--- config.mk ---
export PLATFORM = sky130hd
export DESIGN_NAME = snfr_top
export DESIGN_NICKNAME = d
export VERILOG_FILES = /design/src/hw/snfr_pkg.sv /design/src/hw/snfr_top.sv /design/src/hw/snfr_sync.sv /design/src/hw/snfr_frame.sv
export VERILOG_INCLUDE_DIRS = /design/src /design/src/hw
export SDC_FILE = /design/constraint.sdc
export NUM_CORES = 1
export LEC_CHECK = 0
export BUFFER_PORTS_ARGS = -buffer_cell sky130_fd_sc_hd__buf_2
export CAP_MARGIN = 10
export CORE_ASPECT_RATIO = 0.5
export CORE_UTILIZATION = 30
export DETAILED_ROUTE_END_ITERATION = 8
export PLACE_DENSITY = 0.49
export SETUP_SLACK_MARGIN = 0.05
export SLEW_MARGIN = 20
export SYNTH_ARGS = -nofsm -noshare
export SYNTH_HDL_FRONTEND = slang
export SYNTH_SLANG_ARGS = --single-unit
--- constraint.sdc ---
create_clock -name clk_in -period 3.6 [get_ports clk_in]
set_input_delay 0.36 -clock clk_in [delete_from_list [all_inputs] [get_ports clk_in]]
set_output_delay 0.36 -clock clk_in [all_outputs]
set_load 0.1 [all_outputs]
--- src/hw/snfr_defines.svh ---
/*
 Feature register bank constants: opcodes, feature addresses, bit
 positions and power-up values. Assumes inclusion by bare name.
*/
`ifndef SNFR_DEFINES_SVH
`define SNFR_DEFINES_SVH

// ----------------------------------------------------------------
// Opcodes
// ----------------------------------------------------------------
`define SNFR_OP_GET_FEATURE 8'h0F
`define SNFR_OP_SET_FEATURE 8'h1F
`define SNFR_OP_WRITE_ENABLE 8'h06
`define SNFR_OP_WRITE_DISABLE 8'h04
`define SNFR_OP_SOFT_RESET 8'hFF
`define SNFR_OP_POR_ENABLE 8'h66
`define SNFR_OP_POR 8'h99

// ----------------------------------------------------------------
// Feature addresses
// ----------------------------------------------------------------
`define SNFR_ADDR_PROT 8'hA0
`define SNFR_ADDR_CONFIG 8'hB0
`define SNFR_ADDR_STATUS 8'hC0
`define SNFR_ADDR_DRIVE 8'hD0
`define SNFR_ADDR_EXT 8'hF0

// ----------------------------------------------------------------
// Bit positions
// ----------------------------------------------------------------
`define SNFR_PROT_LOCK_BIT 7
`define SNFR_PROT_BP2_BIT 5
`define SNFR_PROT_BP0_BIT 3
`define SNFR_PROT_INV_BIT 2
`define SNFR_PROT_CMP_BIT 1
`define SNFR_CFG_OTP_LOCK_BIT 7
`define SNFR_CFG_OTP_EN_BIT 6
`define SNFR_CFG_ECC_EN_BIT 4
`define SNFR_CFG_BPL_BIT 3
`define SNFR_CFG_QE_BIT 0

// ----------------------------------------------------------------
// Writable masks and power-up values
// ----------------------------------------------------------------
`define SNFR_PROT_MASK 8'hBE
`define SNFR_CFG_MASK 8'hD9
`define SNFR_DRIVE_MASK 8'h60
`define SNFR_PROT_RESET 8'h38
`define SNFR_CFG_RESET 8'h10
`define SNFR_DRIVE_RESET 8'h00
`define SNFR_ECC_NONE 2'h0

`endif

--- src/hw/snfr_pkg.sv ---
/*
 Types for the feature register bank.
 Assumes snfr_defines.svh is compiled alongside.
*/
package snfr_pkg;

  typedef enum logic [2:0] {
    SNFR_OPCODE = 3'h0,
    SNFR_ADDR = 3'h1,
    SNFR_WDATA = 3'h2,
    SNFR_RDATA = 3'h3,
    SNFR_IGNORE = 3'h4
  } snfr_phase_type;

  typedef struct packed {
    logic [7:0] shift;
    logic [2:0] count;
    logic [7:0] opcode;
    logic [7:0] addr;
    snfr_phase_type phase;
    logic wr_pending;
    logic [7:0] wr_data;
    logic [7:0] out_byte;
    logic sdo;
    logic sdo_oe_n;
    logic cmd_done;
  } snfr_frame_type;

endpackage

--- src/hw/snfr_top.sv ---
/*
 Feature and status register bank of a serial NAND device.
 Assumes a system clock fast enough to oversample the serial pins,
 which pass two flip-flops first, and an array engine that reports
 busy, failures and ECC results as same-clock pulses and levels.
*/
`timescale 1ns/1ps
`include "snfr_defines.svh"
module snfr_top (
  input wire logic clk_in,
  input wire logic rst_in,
  input wire logic otp_lock_stored_in,
  input wire logic cs_n_in,
  input wire logic sck_in,
  input wire logic sdi_in,
  input wire logic wp_n_in,
  input wire logic eng_busy_in,
  input wire logic read_start_in,
  input wire logic read_done_in,
  input wire logic [3:0] read_ecc_in,
  input wire logic prog_start_in,
  input wire logic prog_fail_in,
  input wire logic erase_start_in,
  input wire logic erase_fail_in,
  input wire logic block_protected_in,
  output logic sdo_out,
  output logic sdo_oe_n_out,
  output logic [7:0] block_protection_reg_out,
  output logic [7:0] device_config_reg_out,
  output logic [1:0] drive_strength_select_out,
  output logic ecc_enable_out,
  output logic quad_io_enable_out,
  output logic write_enable_latch_out,
  output logic otp_lock_commit_out,
  output logic soft_reset_out
);
  // ----------------------------------------------------------------
  // State record
  // ----------------------------------------------------------------
  typedef struct packed {
    logic [7:0] prot;
    logic [7:0] cfg;
    logic [7:0] drive;
    logic [1:0] ecc_result;
    logic [1:0] ecc_ext;
    logic prog_fail;
    logic erase_fail;
    logic write_enable_latch;
    logic operation_in_progress;
    logic selected_block_protected;
    logic por_armed;
    logic por_busy;
    logic sdo;
    logic sdo_oe_n;
    logic otp_commit;
    logic soft_reset;
    logic strap_done;
    logic sck_q;
  } snfr_regs_type;

  snfr_regs_type r_ff;
  snfr_regs_type nxt_r;

  // ----------------------------------------------------------------
  // Pin synchronisers and frame engine
  // ----------------------------------------------------------------
  logic cs_n_s;
  logic sck_s;
  logic sdi_s;
  logic wp_n_s;
  logic cs_q_ff;
  logic nxt_cs_q;
  logic sck_rise;
  logic [7:0] opcode;
  logic [7:0] waddr;
  logic [7:0] wdata;
  logic wr_commit;
  logic cmd_done;
  logic [7:0] raddr;
  logic [7:0] rd_byte;
  logic frame_sdo;
  logic frame_oe_n;
  logic [7:0] status_byte;
  logic [7:0] ext_byte;
  logic prot_locked;

  snfr_sync u_sync_cs (.clk_in(clk_in), .rst_in(rst_in),
    .async_in(cs_n_in), .sync_out(cs_n_s));
  snfr_sync u_sync_sck (.clk_in(clk_in), .rst_in(rst_in),
    .async_in(sck_in), .sync_out(sck_s));
  snfr_sync u_sync_sdi (.clk_in(clk_in), .rst_in(rst_in),
    .async_in(sdi_in), .sync_out(sdi_s));
  snfr_sync u_sync_wp (.clk_in(clk_in), .rst_in(rst_in),
    .async_in(wp_n_in), .sync_out(wp_n_s));

  assign sck_rise = sck_s && !r_ff.sck_q;

  snfr_frame u_frame (
    .clk_in(clk_in),
    .rst_in(rst_in),
    .cs_n_in(cs_n_s),
    .cs_fall_in(cs_q_ff && !cs_n_s),
    .sck_rise_in(sck_rise),
    .sdi_in(sdi_s),
    .rd_byte_in(rd_byte),
    .opcode_out(opcode),
    .addr_out(waddr),
    .wr_data_out(wdata),
    .wr_commit_out(wr_commit),
    .cmd_done_out(cmd_done),
    .rd_addr_out(raddr),
    .sdo_out(frame_sdo),
    .sdo_oe_n_out(frame_oe_n)
  );

  // ----------------------------------------------------------------
  // Read mux
  // ----------------------------------------------------------------
  always_comb begin
    status_byte = {2'h0, r_ff.ecc_result, r_ff.prog_fail,
      r_ff.erase_fail, r_ff.write_enable_latch, r_ff.operation_in_progress};
    ext_byte = {1'h0, r_ff.ecc_ext, r_ff.selected_block_protected, 4'h0};
    unique case (raddr)
      `SNFR_ADDR_PROT: rd_byte = r_ff.prot;
      `SNFR_ADDR_CONFIG: rd_byte = r_ff.cfg;
      `SNFR_ADDR_STATUS: rd_byte = status_byte;
      `SNFR_ADDR_DRIVE: rd_byte = r_ff.drive;
      `SNFR_ADDR_EXT: rd_byte = ext_byte;
      default: rd_byte = 8'h00;
    endcase
  end

  assign prot_locked = (r_ff.prot[`SNFR_PROT_LOCK_BIT] && !wp_n_s) ||
    r_ff.cfg[`SNFR_CFG_BPL_BIT];

  // ----------------------------------------------------------------
  // Register update
  // ----------------------------------------------------------------
  always_comb begin
    nxt_r = r_ff;
    nxt_cs_q = cs_n_s;
    nxt_r.sck_q = sck_s;
    nxt_r.otp_commit = 1'b0;
    nxt_r.soft_reset = 1'b0;
    nxt_r.sdo = frame_sdo;
    nxt_r.sdo_oe_n = frame_oe_n;
    // Catch the stored OTP lock once after reset release
    if (!r_ff.strap_done) begin
      nxt_r.strap_done = 1'b1;
      nxt_r.cfg[`SNFR_CFG_OTP_LOCK_BIT] = otp_lock_stored_in;
    end
    // Set-feature commit at chip select rise
    if (wr_commit && !r_ff.por_busy) begin
      unique case (waddr)
        `SNFR_ADDR_PROT: begin
          if (!prot_locked) begin
            nxt_r.prot = wdata & `SNFR_PROT_MASK;
          end
        end
        `SNFR_ADDR_CONFIG: begin
          nxt_r.cfg = (wdata & `SNFR_CFG_MASK) |
            {r_ff.cfg[`SNFR_CFG_OTP_LOCK_BIT], 7'h00};
          if (r_ff.cfg[`SNFR_CFG_BPL_BIT]) begin
            nxt_r.cfg[`SNFR_CFG_BPL_BIT] = 1'b1;
          end
        end
        `SNFR_ADDR_DRIVE: nxt_r.drive = wdata & `SNFR_DRIVE_MASK;
        default: begin
          // Read-only or undefined address: no effect
        end
      endcase
    end
    // Single-byte commands take effect at chip select rise
    if (cmd_done && !r_ff.por_busy) begin
      nxt_r.por_armed = 1'b0;
      unique case (opcode)
        `SNFR_OP_WRITE_ENABLE: nxt_r.write_enable_latch = 1'b1;
        `SNFR_OP_WRITE_DISABLE: nxt_r.write_enable_latch = 1'b0;
        `SNFR_OP_SOFT_RESET: begin
          // Soft reset keeps protection, config and drive
          nxt_r.write_enable_latch = 1'b0;
          nxt_r.prog_fail = 1'b0;
          nxt_r.erase_fail = 1'b0;
          nxt_r.ecc_result = `SNFR_ECC_NONE;
          nxt_r.ecc_ext = `SNFR_ECC_NONE;
          nxt_r.soft_reset = 1'b1;
        end
        `SNFR_OP_POR_ENABLE: nxt_r.por_armed = 1'b1;
        `SNFR_OP_POR: begin
          if (r_ff.por_armed) begin
            nxt_r.prot = `SNFR_PROT_RESET;
            nxt_r.cfg = `SNFR_CFG_RESET |
              {r_ff.cfg[`SNFR_CFG_OTP_LOCK_BIT], 7'h00};
            nxt_r.drive = `SNFR_DRIVE_RESET;
            nxt_r.write_enable_latch = 1'b0;
            nxt_r.prog_fail = 1'b0;
            nxt_r.erase_fail = 1'b0;
            nxt_r.selected_block_protected = 1'b1;
            nxt_r.ecc_result = `SNFR_ECC_NONE;
            nxt_r.ecc_ext = `SNFR_ECC_NONE;
            nxt_r.por_busy = 1'b1;
            nxt_r.soft_reset = 1'b1;
          end
        end
        default: begin
        end
      endcase
    end
    // Array engine events; set wins over clear
    if (read_start_in) begin
      nxt_r.ecc_result = `SNFR_ECC_NONE;
      nxt_r.ecc_ext = `SNFR_ECC_NONE;
    end
    if (read_done_in) begin
      // Also loads the page 0 result after power-on reset
      nxt_r.ecc_result = read_ecc_in[3:2];
      nxt_r.ecc_ext = read_ecc_in[1:0];
    end
    if (prog_start_in) begin
      nxt_r.prog_fail = 1'b0;
      if (r_ff.cfg[`SNFR_CFG_OTP_EN_BIT] &&
          r_ff.cfg[`SNFR_CFG_OTP_LOCK_BIT] && r_ff.write_enable_latch) begin
        nxt_r.otp_commit = 1'b1;
      end
    end
    if (prog_fail_in) begin
      nxt_r.prog_fail = 1'b1;
    end
    if (erase_start_in) begin
      nxt_r.erase_fail = 1'b0;
    end
    if (erase_fail_in) begin
      nxt_r.erase_fail = 1'b1;
    end
    if (prog_start_in || erase_start_in) begin
      nxt_r.write_enable_latch = 1'b0;
    end
    if (r_ff.por_busy && !eng_busy_in && !cmd_done) begin
      nxt_r.por_busy = 1'b0;
    end
    nxt_r.operation_in_progress = eng_busy_in || r_ff.por_busy;
    nxt_r.selected_block_protected = block_protected_in;
  end

  always_ff @(posedge clk_in or posedge rst_in) begin
    if (rst_in) begin
      // Matches the synchroniser's reset output: no false select edge
      cs_q_ff <= 1'b0;
      r_ff <= '{prot: `SNFR_PROT_RESET, cfg: `SNFR_CFG_RESET,
        drive: `SNFR_DRIVE_RESET, ecc_result: `SNFR_ECC_NONE,
        ecc_ext: `SNFR_ECC_NONE, prog_fail: 1'b0, erase_fail: 1'b0,
        write_enable_latch: 1'b0, operation_in_progress: 1'b0, selected_block_protected: 1'b1, por_armed: 1'b0,
        por_busy: 1'b0, sdo: 1'b0, sdo_oe_n: 1'b1, otp_commit: 1'b0,
        soft_reset: 1'b0, strap_done: 1'b0, sck_q: 1'b0};
    end else begin
      cs_q_ff <= nxt_cs_q;
      r_ff <= nxt_r;
    end
  end

  // ----------------------------------------------------------------
  // Outputs
  // ----------------------------------------------------------------
  assign sdo_out = r_ff.sdo;
  assign sdo_oe_n_out = r_ff.sdo_oe_n;
  assign block_protection_reg_out = r_ff.prot;
  assign device_config_reg_out = r_ff.cfg;
  assign drive_strength_select_out = r_ff.drive[6:5];
  assign ecc_enable_out = r_ff.cfg[`SNFR_CFG_ECC_EN_BIT];
  assign quad_io_enable_out = r_ff.cfg[`SNFR_CFG_QE_BIT];
  assign write_enable_latch_out = r_ff.write_enable_latch;
  assign otp_lock_commit_out = r_ff.otp_commit;
  assign soft_reset_out = r_ff.soft_reset;
endmodule

--- src/hw/snfr_sync.sv ---
/*
 Two-stage synchroniser for one level.
 Assumes an asynchronous active-high reset.
*/
`timescale 1ns/1ps
module snfr_sync (
  input wire logic clk_in,
  input wire logic rst_in,
  input wire logic async_in,
  output logic sync_out
);
  logic [1:0] stage_ff;
  logic [1:0] nxt_stage;

  always_comb begin
    nxt_stage = {stage_ff[0], async_in};
  end

  always_ff @(posedge clk_in or posedge rst_in) begin
    if (rst_in) begin
      stage_ff <= 2'h0;
    end else begin
      stage_ff <= nxt_stage;
    end
  end

  assign sync_out = stage_ff[1];
endmodule

--- src/hw/snfr_frame.sv ---
/*
 Serial frame engine: shifts opcode, address and data in MSB first,
 shifts the selected feature byte out. Runs on the block clock and steps
 on each detected serial clock rise; frame pins arrive synchronised.
*/
`timescale 1ns/1ps
`include "snfr_defines.svh"
module snfr_frame (
  input wire logic clk_in,
  input wire logic rst_in,
  input wire logic cs_n_in,
  input wire logic cs_fall_in,
  input wire logic sck_rise_in,
  input wire logic sdi_in,
  input wire logic [7:0] rd_byte_in,
  output logic [7:0] opcode_out,
  output logic [7:0] addr_out,
  output logic [7:0] wr_data_out,
  output logic wr_commit_out,
  output logic cmd_done_out,
  output logic [7:0] rd_addr_out,
  output logic sdo_out,
  output logic sdo_oe_n_out
);
  snfr_pkg::snfr_frame_type st_ff;
  snfr_pkg::snfr_frame_type nxt_st;
  logic [7:0] shifted;

  always_comb begin
    nxt_st = st_ff;
    shifted = {st_ff.shift[6:0], sdi_in};
    nxt_st.cmd_done = 1'b0;
    nxt_st.wr_pending = 1'b0;
    if (cs_n_in) begin
      // Frame end: a complete set-feature frame commits now
      nxt_st.wr_pending = st_ff.phase == snfr_pkg::SNFR_IGNORE &&
        st_ff.opcode == `SNFR_OP_SET_FEATURE;
      nxt_st.cmd_done = st_ff.phase != snfr_pkg::SNFR_OPCODE ||
        st_ff.count != 3'h0;
      nxt_st.phase = snfr_pkg::SNFR_OPCODE;
      nxt_st.count = 3'h0;
      nxt_st.sdo_oe_n = 1'b1;
    end else begin
      if (cs_fall_in) begin
        nxt_st.phase = snfr_pkg::SNFR_OPCODE;
        nxt_st.opcode = 8'h00;
      end
      if (sck_rise_in) begin
        nxt_st.shift = shifted;
        nxt_st.count = 3'(st_ff.count + 3'h1);
      end
      if (sck_rise_in && st_ff.phase == snfr_pkg::SNFR_RDATA) begin
        nxt_st.sdo_oe_n = 1'b0;
        if (st_ff.count == 3'h0) begin
          // Fresh byte at each boundary, so status polling stays live
          nxt_st.sdo = rd_byte_in[7];
          nxt_st.out_byte = {rd_byte_in[6:0], rd_byte_in[7]};
        end else begin
          nxt_st.sdo = st_ff.out_byte[7];
          nxt_st.out_byte = {st_ff.out_byte[6:0], st_ff.out_byte[7]};
        end
      end
      if (sck_rise_in && st_ff.count == 3'h7) begin
        unique case (st_ff.phase)
          snfr_pkg::SNFR_OPCODE: begin
            nxt_st.opcode = shifted;
            if (shifted == `SNFR_OP_GET_FEATURE ||
                shifted == `SNFR_OP_SET_FEATURE) begin
              nxt_st.phase = snfr_pkg::SNFR_ADDR;
            end else begin
              nxt_st.phase = snfr_pkg::SNFR_IGNORE;
            end
          end
          snfr_pkg::SNFR_ADDR: begin
            nxt_st.addr = shifted;
            if (st_ff.opcode == `SNFR_OP_GET_FEATURE) begin
              nxt_st.phase = snfr_pkg::SNFR_RDATA;
            end else begin
              nxt_st.phase = snfr_pkg::SNFR_WDATA;
            end
          end
          snfr_pkg::SNFR_WDATA: begin
            nxt_st.wr_data = shifted;
            nxt_st.phase = snfr_pkg::SNFR_IGNORE;
          end
          snfr_pkg::SNFR_RDATA: begin
            // Feature byte repeats while the host keeps clocking
          end
          snfr_pkg::SNFR_IGNORE: begin
          end
          default: begin
            nxt_st.phase = snfr_pkg::SNFR_IGNORE;
          end
        endcase
      end
    end
  end

  always_ff @(posedge clk_in or posedge rst_in) begin
    if (rst_in) begin
      st_ff <= '{shift: 8'h00, count: 3'h0, opcode: 8'h00, addr: 8'h00,
        phase: snfr_pkg::SNFR_OPCODE, wr_pending: 1'b0, wr_data: 8'h00,
        out_byte: 8'h00, sdo: 1'b0, sdo_oe_n: 1'b1, cmd_done: 1'b0};
    end else begin
      st_ff <= nxt_st;
    end
  end

  assign opcode_out = st_ff.opcode;
  assign addr_out = st_ff.addr;
  assign wr_data_out = st_ff.wr_data;
  assign wr_commit_out = st_ff.wr_pending;
  assign cmd_done_out = st_ff.cmd_done;
  assign rd_addr_out = st_ff.addr;
  assign sdo_out = st_ff.sdo;
  assign sdo_oe_n_out = st_ff.sdo_oe_n;
endmodule

==> key figures <==
Run status
  – Outcome: finished clean

Floorplanning
  – Std-Cell Rows: 30
  – Die span in x: 173 um
  – Effective utilization at floorplan: 0.315
  – I/O pin total: 44
  – Die ar.: 0.0151 mm^2
  – Floorplan core area: 0.0139 mm^2
  – Die H: 87.3 um

Cells and area
  – Area taken by flip-flops and latches: 0.00246 mm^2
  – Area taken by multi-input logic gates: 0.00163 mm^2
  – Nets: 433
  – Layout cell share with drive strength beyond 1: 0.228
  – Number of fill cells in the layout: 1410
  – Final antenna diode count: 0
  – Post-synthesis to final-layout area growth: 13.4%

Logic synthesis
  – YS warnings: 0
  – Seq cells post-synth: 98
  – Yosys top cell area share: 0.521
  – Synth Net Count: 410
  – Post-synthesis instance total: 388
  – Mean cell area of the mapped netlist: 11.3 um^2
  – Top cells by instance count after synthesis: sky130_fd_sc_hd__dfrtp_1, sky130_fd_sc_hd__nor2_1, sky130_fd_sc_hd__mux2i_1
  – Share of flip-flops with an asynchronous set or reset after synthesis: 1.00
  – Top-count cell post-synth: sky130_fd_sc_hd__dfrtp_1
  – Cell type with the highest aggregate area in the netlist: sky130_fd_sc_hd__dfrtp_1
  – Seq/Total Area, Yosys: 0.563
  – Number of synthesized flops with an enable pin: 0
  – Cells taking the most area after synthesis: sky130_fd_sc_hd__dfrtp_1, sky130_fd_sc_hd__mux2i_1, sky130_fd_sc_hd__mux2_2, sky130_fd_sc_hd__dfstp_2, sky130_fd_sc_hd__buf_4
  – Commonest register cell after synthesis: sky130_fd_sc_hd__dfrtp_1
  – Number of distinct library cells after synthesis: 54
  – Post-synthesis instance area: 0.00437 mm^2

STA
  – Worst slew margin: 0.371
  – Worst hold-check slack: 0.118 ns
  – Number of failing setup endpoints in the final timing report: 0
  – Peak clock frequency supported by timing: 0.371 GHz
  – Number of max-slew violations in the final report: 0
  – Smallest setup slack after layout: 0.908 ns
  – Setup tns final: 0 ns
  – Hold Vio Cnt, Final: 0
  – Worst Tran Pin Value: 0.944 ns
  – Setup skew after layout: 0.00762 ns
  – Unrepaired setup endpoints after global routing: no
  – Fraction of the cycle the final worst path needs: 0.748
  – Final critical-path required period: 2.69 ns

Power and ir drop
  – Clk pwr share: 0.436
  – P_int: 1750 uW
  – Net switching share of the total power: 0.229
  – Switching power total: 517 uW
  – Total power per unit cell area: 457 mW/mm^2
  – Part of the power in combinational logic: 0.049
  – Static leakage power: 0.00231 uW
  – Peak supply drop: 0.219 mV
  – Reg power frac: 0.515

Critical path
  – Sum of buffers and inverters on the critical path: 0
  – R2r startpoint: u_sync_cs.stage_ff[1]$_DFF_PP0_
  – Critical Path Start: u_sync_cs.stage_ff[1]$_DFF_PP0_
  – Nature of the critical path endpoint: flip-flop
  – Critical path depth in cells: 4
  – Critical Path Fanout Max: 19
  – Critical Path, Cell by Cell: nor3b_4 -> nand3_1 -> or4_1 -> o22ai_1
  – Worst Setup Start Kind: flip-flop
  – Data required time of the critical path: 3.86 ns
  – R2R Setup Slk: 0.91 ns
  – Cell with the largest stage delay on the worst path: sky130_fd_sc_hd__or4_1
  – Arrival time worst endpoint: 2.95 ns
  – Critical path endpoint: u_frame.st_ff[7]$_DFFE_PP0P_
  – Highest cell delay on the worst timing path: 0.79 ns
  – Cell depth of the worst flop-to-flop path: 4
  – Kind of critical path: reg -> reg
  – Endpoint of the worst-slack reg-to-reg timing path: u_frame.st_ff[7]$_DFFE_PP0P_
  – Worst path top cell family by delay: simple AND/OR/NAND/NOR gates

Min path
  – Type of the tightest min-delay check: in -> reg

Placed design
  – Port bufs: 43
  – Post-DP HPWL: 7140 um
  – Weighted congestion reported at the end of routability-driven placement: 0.771
  – Worst Setup Slack post-DPL: 0.932 ns

Clock network
  – CTS tree: yes
  – Number of hold buffers added after cts: 0
  – Number of clock sinks seen by CTS: 98
  – Number of clock buffers inserted by TritonCTS: 9
  – Clk pin slew, worst setup/hold paths: 0.06 ns
  – Post-CTS sizing: 0
  – H-tree levels: 3
  – Maximum root-to-sink buffer count: 2
  – Number of post-CTS setup repair buffers: 0
  – Clock latency on the worst-skew pair: 0.35 ns
  – Cell at the root of the clock tree: sky130_fd_sc_hd__clkbuf_16

Routing
  – Number of nets with antenna violations after routing: 0
  – Final routed wirelength across all metal layers: 9930 um
  – Average wire per standard cell: 16.3 um
  – Number of remaining DRC errors: 0
  – Iter 0 DRT Violations: 171
  – Number of vias in the routed layout: 2872
  – Pre-Repair DR Iteration Count: 4
  – Via density per instance: 4.72

Global routing
  – Overall overflow remaining after global route: 0
  – Largest net degree at the start of global routing: 75
  – Global router's overall resource usage: 0.144
  – Number of global-route vias before repair: 2896
  – First-pass GRT wire length: 16300 um
  – Antenna violations before repair: 0

Job
  – Max-capacitance violation count: 0
[metal layers]
metal	share of wire	vias to the layer above	track usage
met2	0.43	44	0.216
met1	0.52	1411	0.199
li1	-	1405	-
met4	0.014	0	0.0511
met3	0.032	12	0.0397
met5	0	-	0
[per-stage QoR]
step	instance area, um^2	total power [uW]	util	cells
after floorplan	4370	1250	-	388
after global placement	4650	1300	0.335	592
after detailed placement	4650	1300	0.335	592
after CTS	4950	2310	0.357	608
after global routing	4950	2370	0.357	608
final	4950	2260	0.357	608
[state kept, by name, indices dropped and copies added, names as in the netlist]
signal                     cells
block_protection_reg_out       8
cs_q_ff                        1
device_config_reg_out          8
drive_strength_select_out      2
ext_byte                       3
otp_lock_commit_out            1
r_ff                          15
sdo_oe_n_out                   1
sdo_out                        1
soft_reset_out                 1
u_frame.addr_out               8
u_frame.cmd_done_out           1
u_frame.opcode_out             8
u_frame.sdo_oe_n_out           1
u_frame.shifted                7
u_frame.st_ff                 14
u_frame.wr_commit_out          1
u_frame.wr_data_out            8
u_sync_cs.stage_ff             2
u_sync_sck.stage_ff            2
u_sync_sdi.stage_ff            2
u_sync_wp.stage_ff             2
write_enable_latch_out         1
[cell usage in the layout (no fill, tap or decap), types with 3 or more instances in the layout]
master                       n
sky130_fd_sc_hd__dfrtp_1    91
sky130_fd_sc_hd__buf_2      43
sky130_fd_sc_hd__nor2_1     33
sky130_fd_sc_hd__mux2i_1    23
sky130_fd_sc_hd__inv_1      20
sky130_fd_sc_hd__a21oi_1    19
sky130_fd_sc_hd__mux2_2     18
sky130_fd_sc_hd__o21ai_0    17
sky130_fd_sc_hd__nand2_1    16
sky130_fd_sc_hd__nand3_1    14
sky130_fd_sc_hd__and2_1     10
sky130_fd_sc_hd__clkbuf_16   9
sky130_fd_sc_hd__nor2b_1     7
sky130_fd_sc_hd__o22ai_1     7
sky130_fd_sc_hd__dfstp_2     7
sky130_fd_sc_hd__o22a_1      5
sky130_fd_sc_hd__nand4_1     5
sky130_fd_sc_hd__and3_1      4
sky130_fd_sc_hd__nand2b_1    4
sky130_fd_sc_hd__nor4_1      4
sky130_fd_sc_hd__and4_1      4
sky130_fd_sc_hd__a32o_1      4
sky130_fd_sc_hd__a31oi_1     3
sky130_fd_sc_hd__nor3b_1     3
sky130_fd_sc_hd__ha_1        3
[power groups by stage]
stage	sequential (uW)	clock (uW)	combinational, uW
floorplan	1170	0	77.5
global placement	1190	0	114
detailed placement	1190	0	114
CTS	1170	1020	115
global route	1170	1070	127
finish	1170	987	111
[worst min-delay path by stage]
stage,startpoint,to,cells past startpoint
after floorplan,u_sync_cs.stage_ff[0]$_DFF_PP0_,u_sync_cs.stage_ff[1]$_DFF_PP0_,0
after global placement,u_sync_wp.stage_ff[0]$_DFF_PP0_,u_sync_wp.stage_ff[1]$_DFF_PP0_,0
after detailed placement,u_sync_cs.stage_ff[0]$_DFF_PP0_,u_sync_cs.stage_ff[1]$_DFF_PP0_,0
after CTS,block_protected_in,ext_byte[4]$_DFF_PP1_,1
after global routing,block_protected_in,ext_byte[4]$_DFF_PP1_,1
final,block_protected_in,ext_byte[4]$_DFF_PP1_,1
[logic make-up after synthesis]
logic type                 count (synthesis)  synth area share
AOI/OAI and AO/OA                         70             0.104
DFF                                       98             0.563
muxes                                     41            0.0991
xor gates and xnor gates                   1           0.00201
adders and majority gates                  3           0.00859
and+or+nand+nor                          120             0.160
buffers and inverters                     54            0.0624
other                                      1          0.000859
[cell type report]
cell class,instances,share of cell area
clock buffers,12,0.0518
clock inverters,4,0.00985
inverters,21,0.0164
multi-input cells,236,0.330
flip-flops and latches,98,0.497
well taps,192,0.0485
repair buffers,45,0.0465
Note: power is estimated with default switching activity, not from simulation.
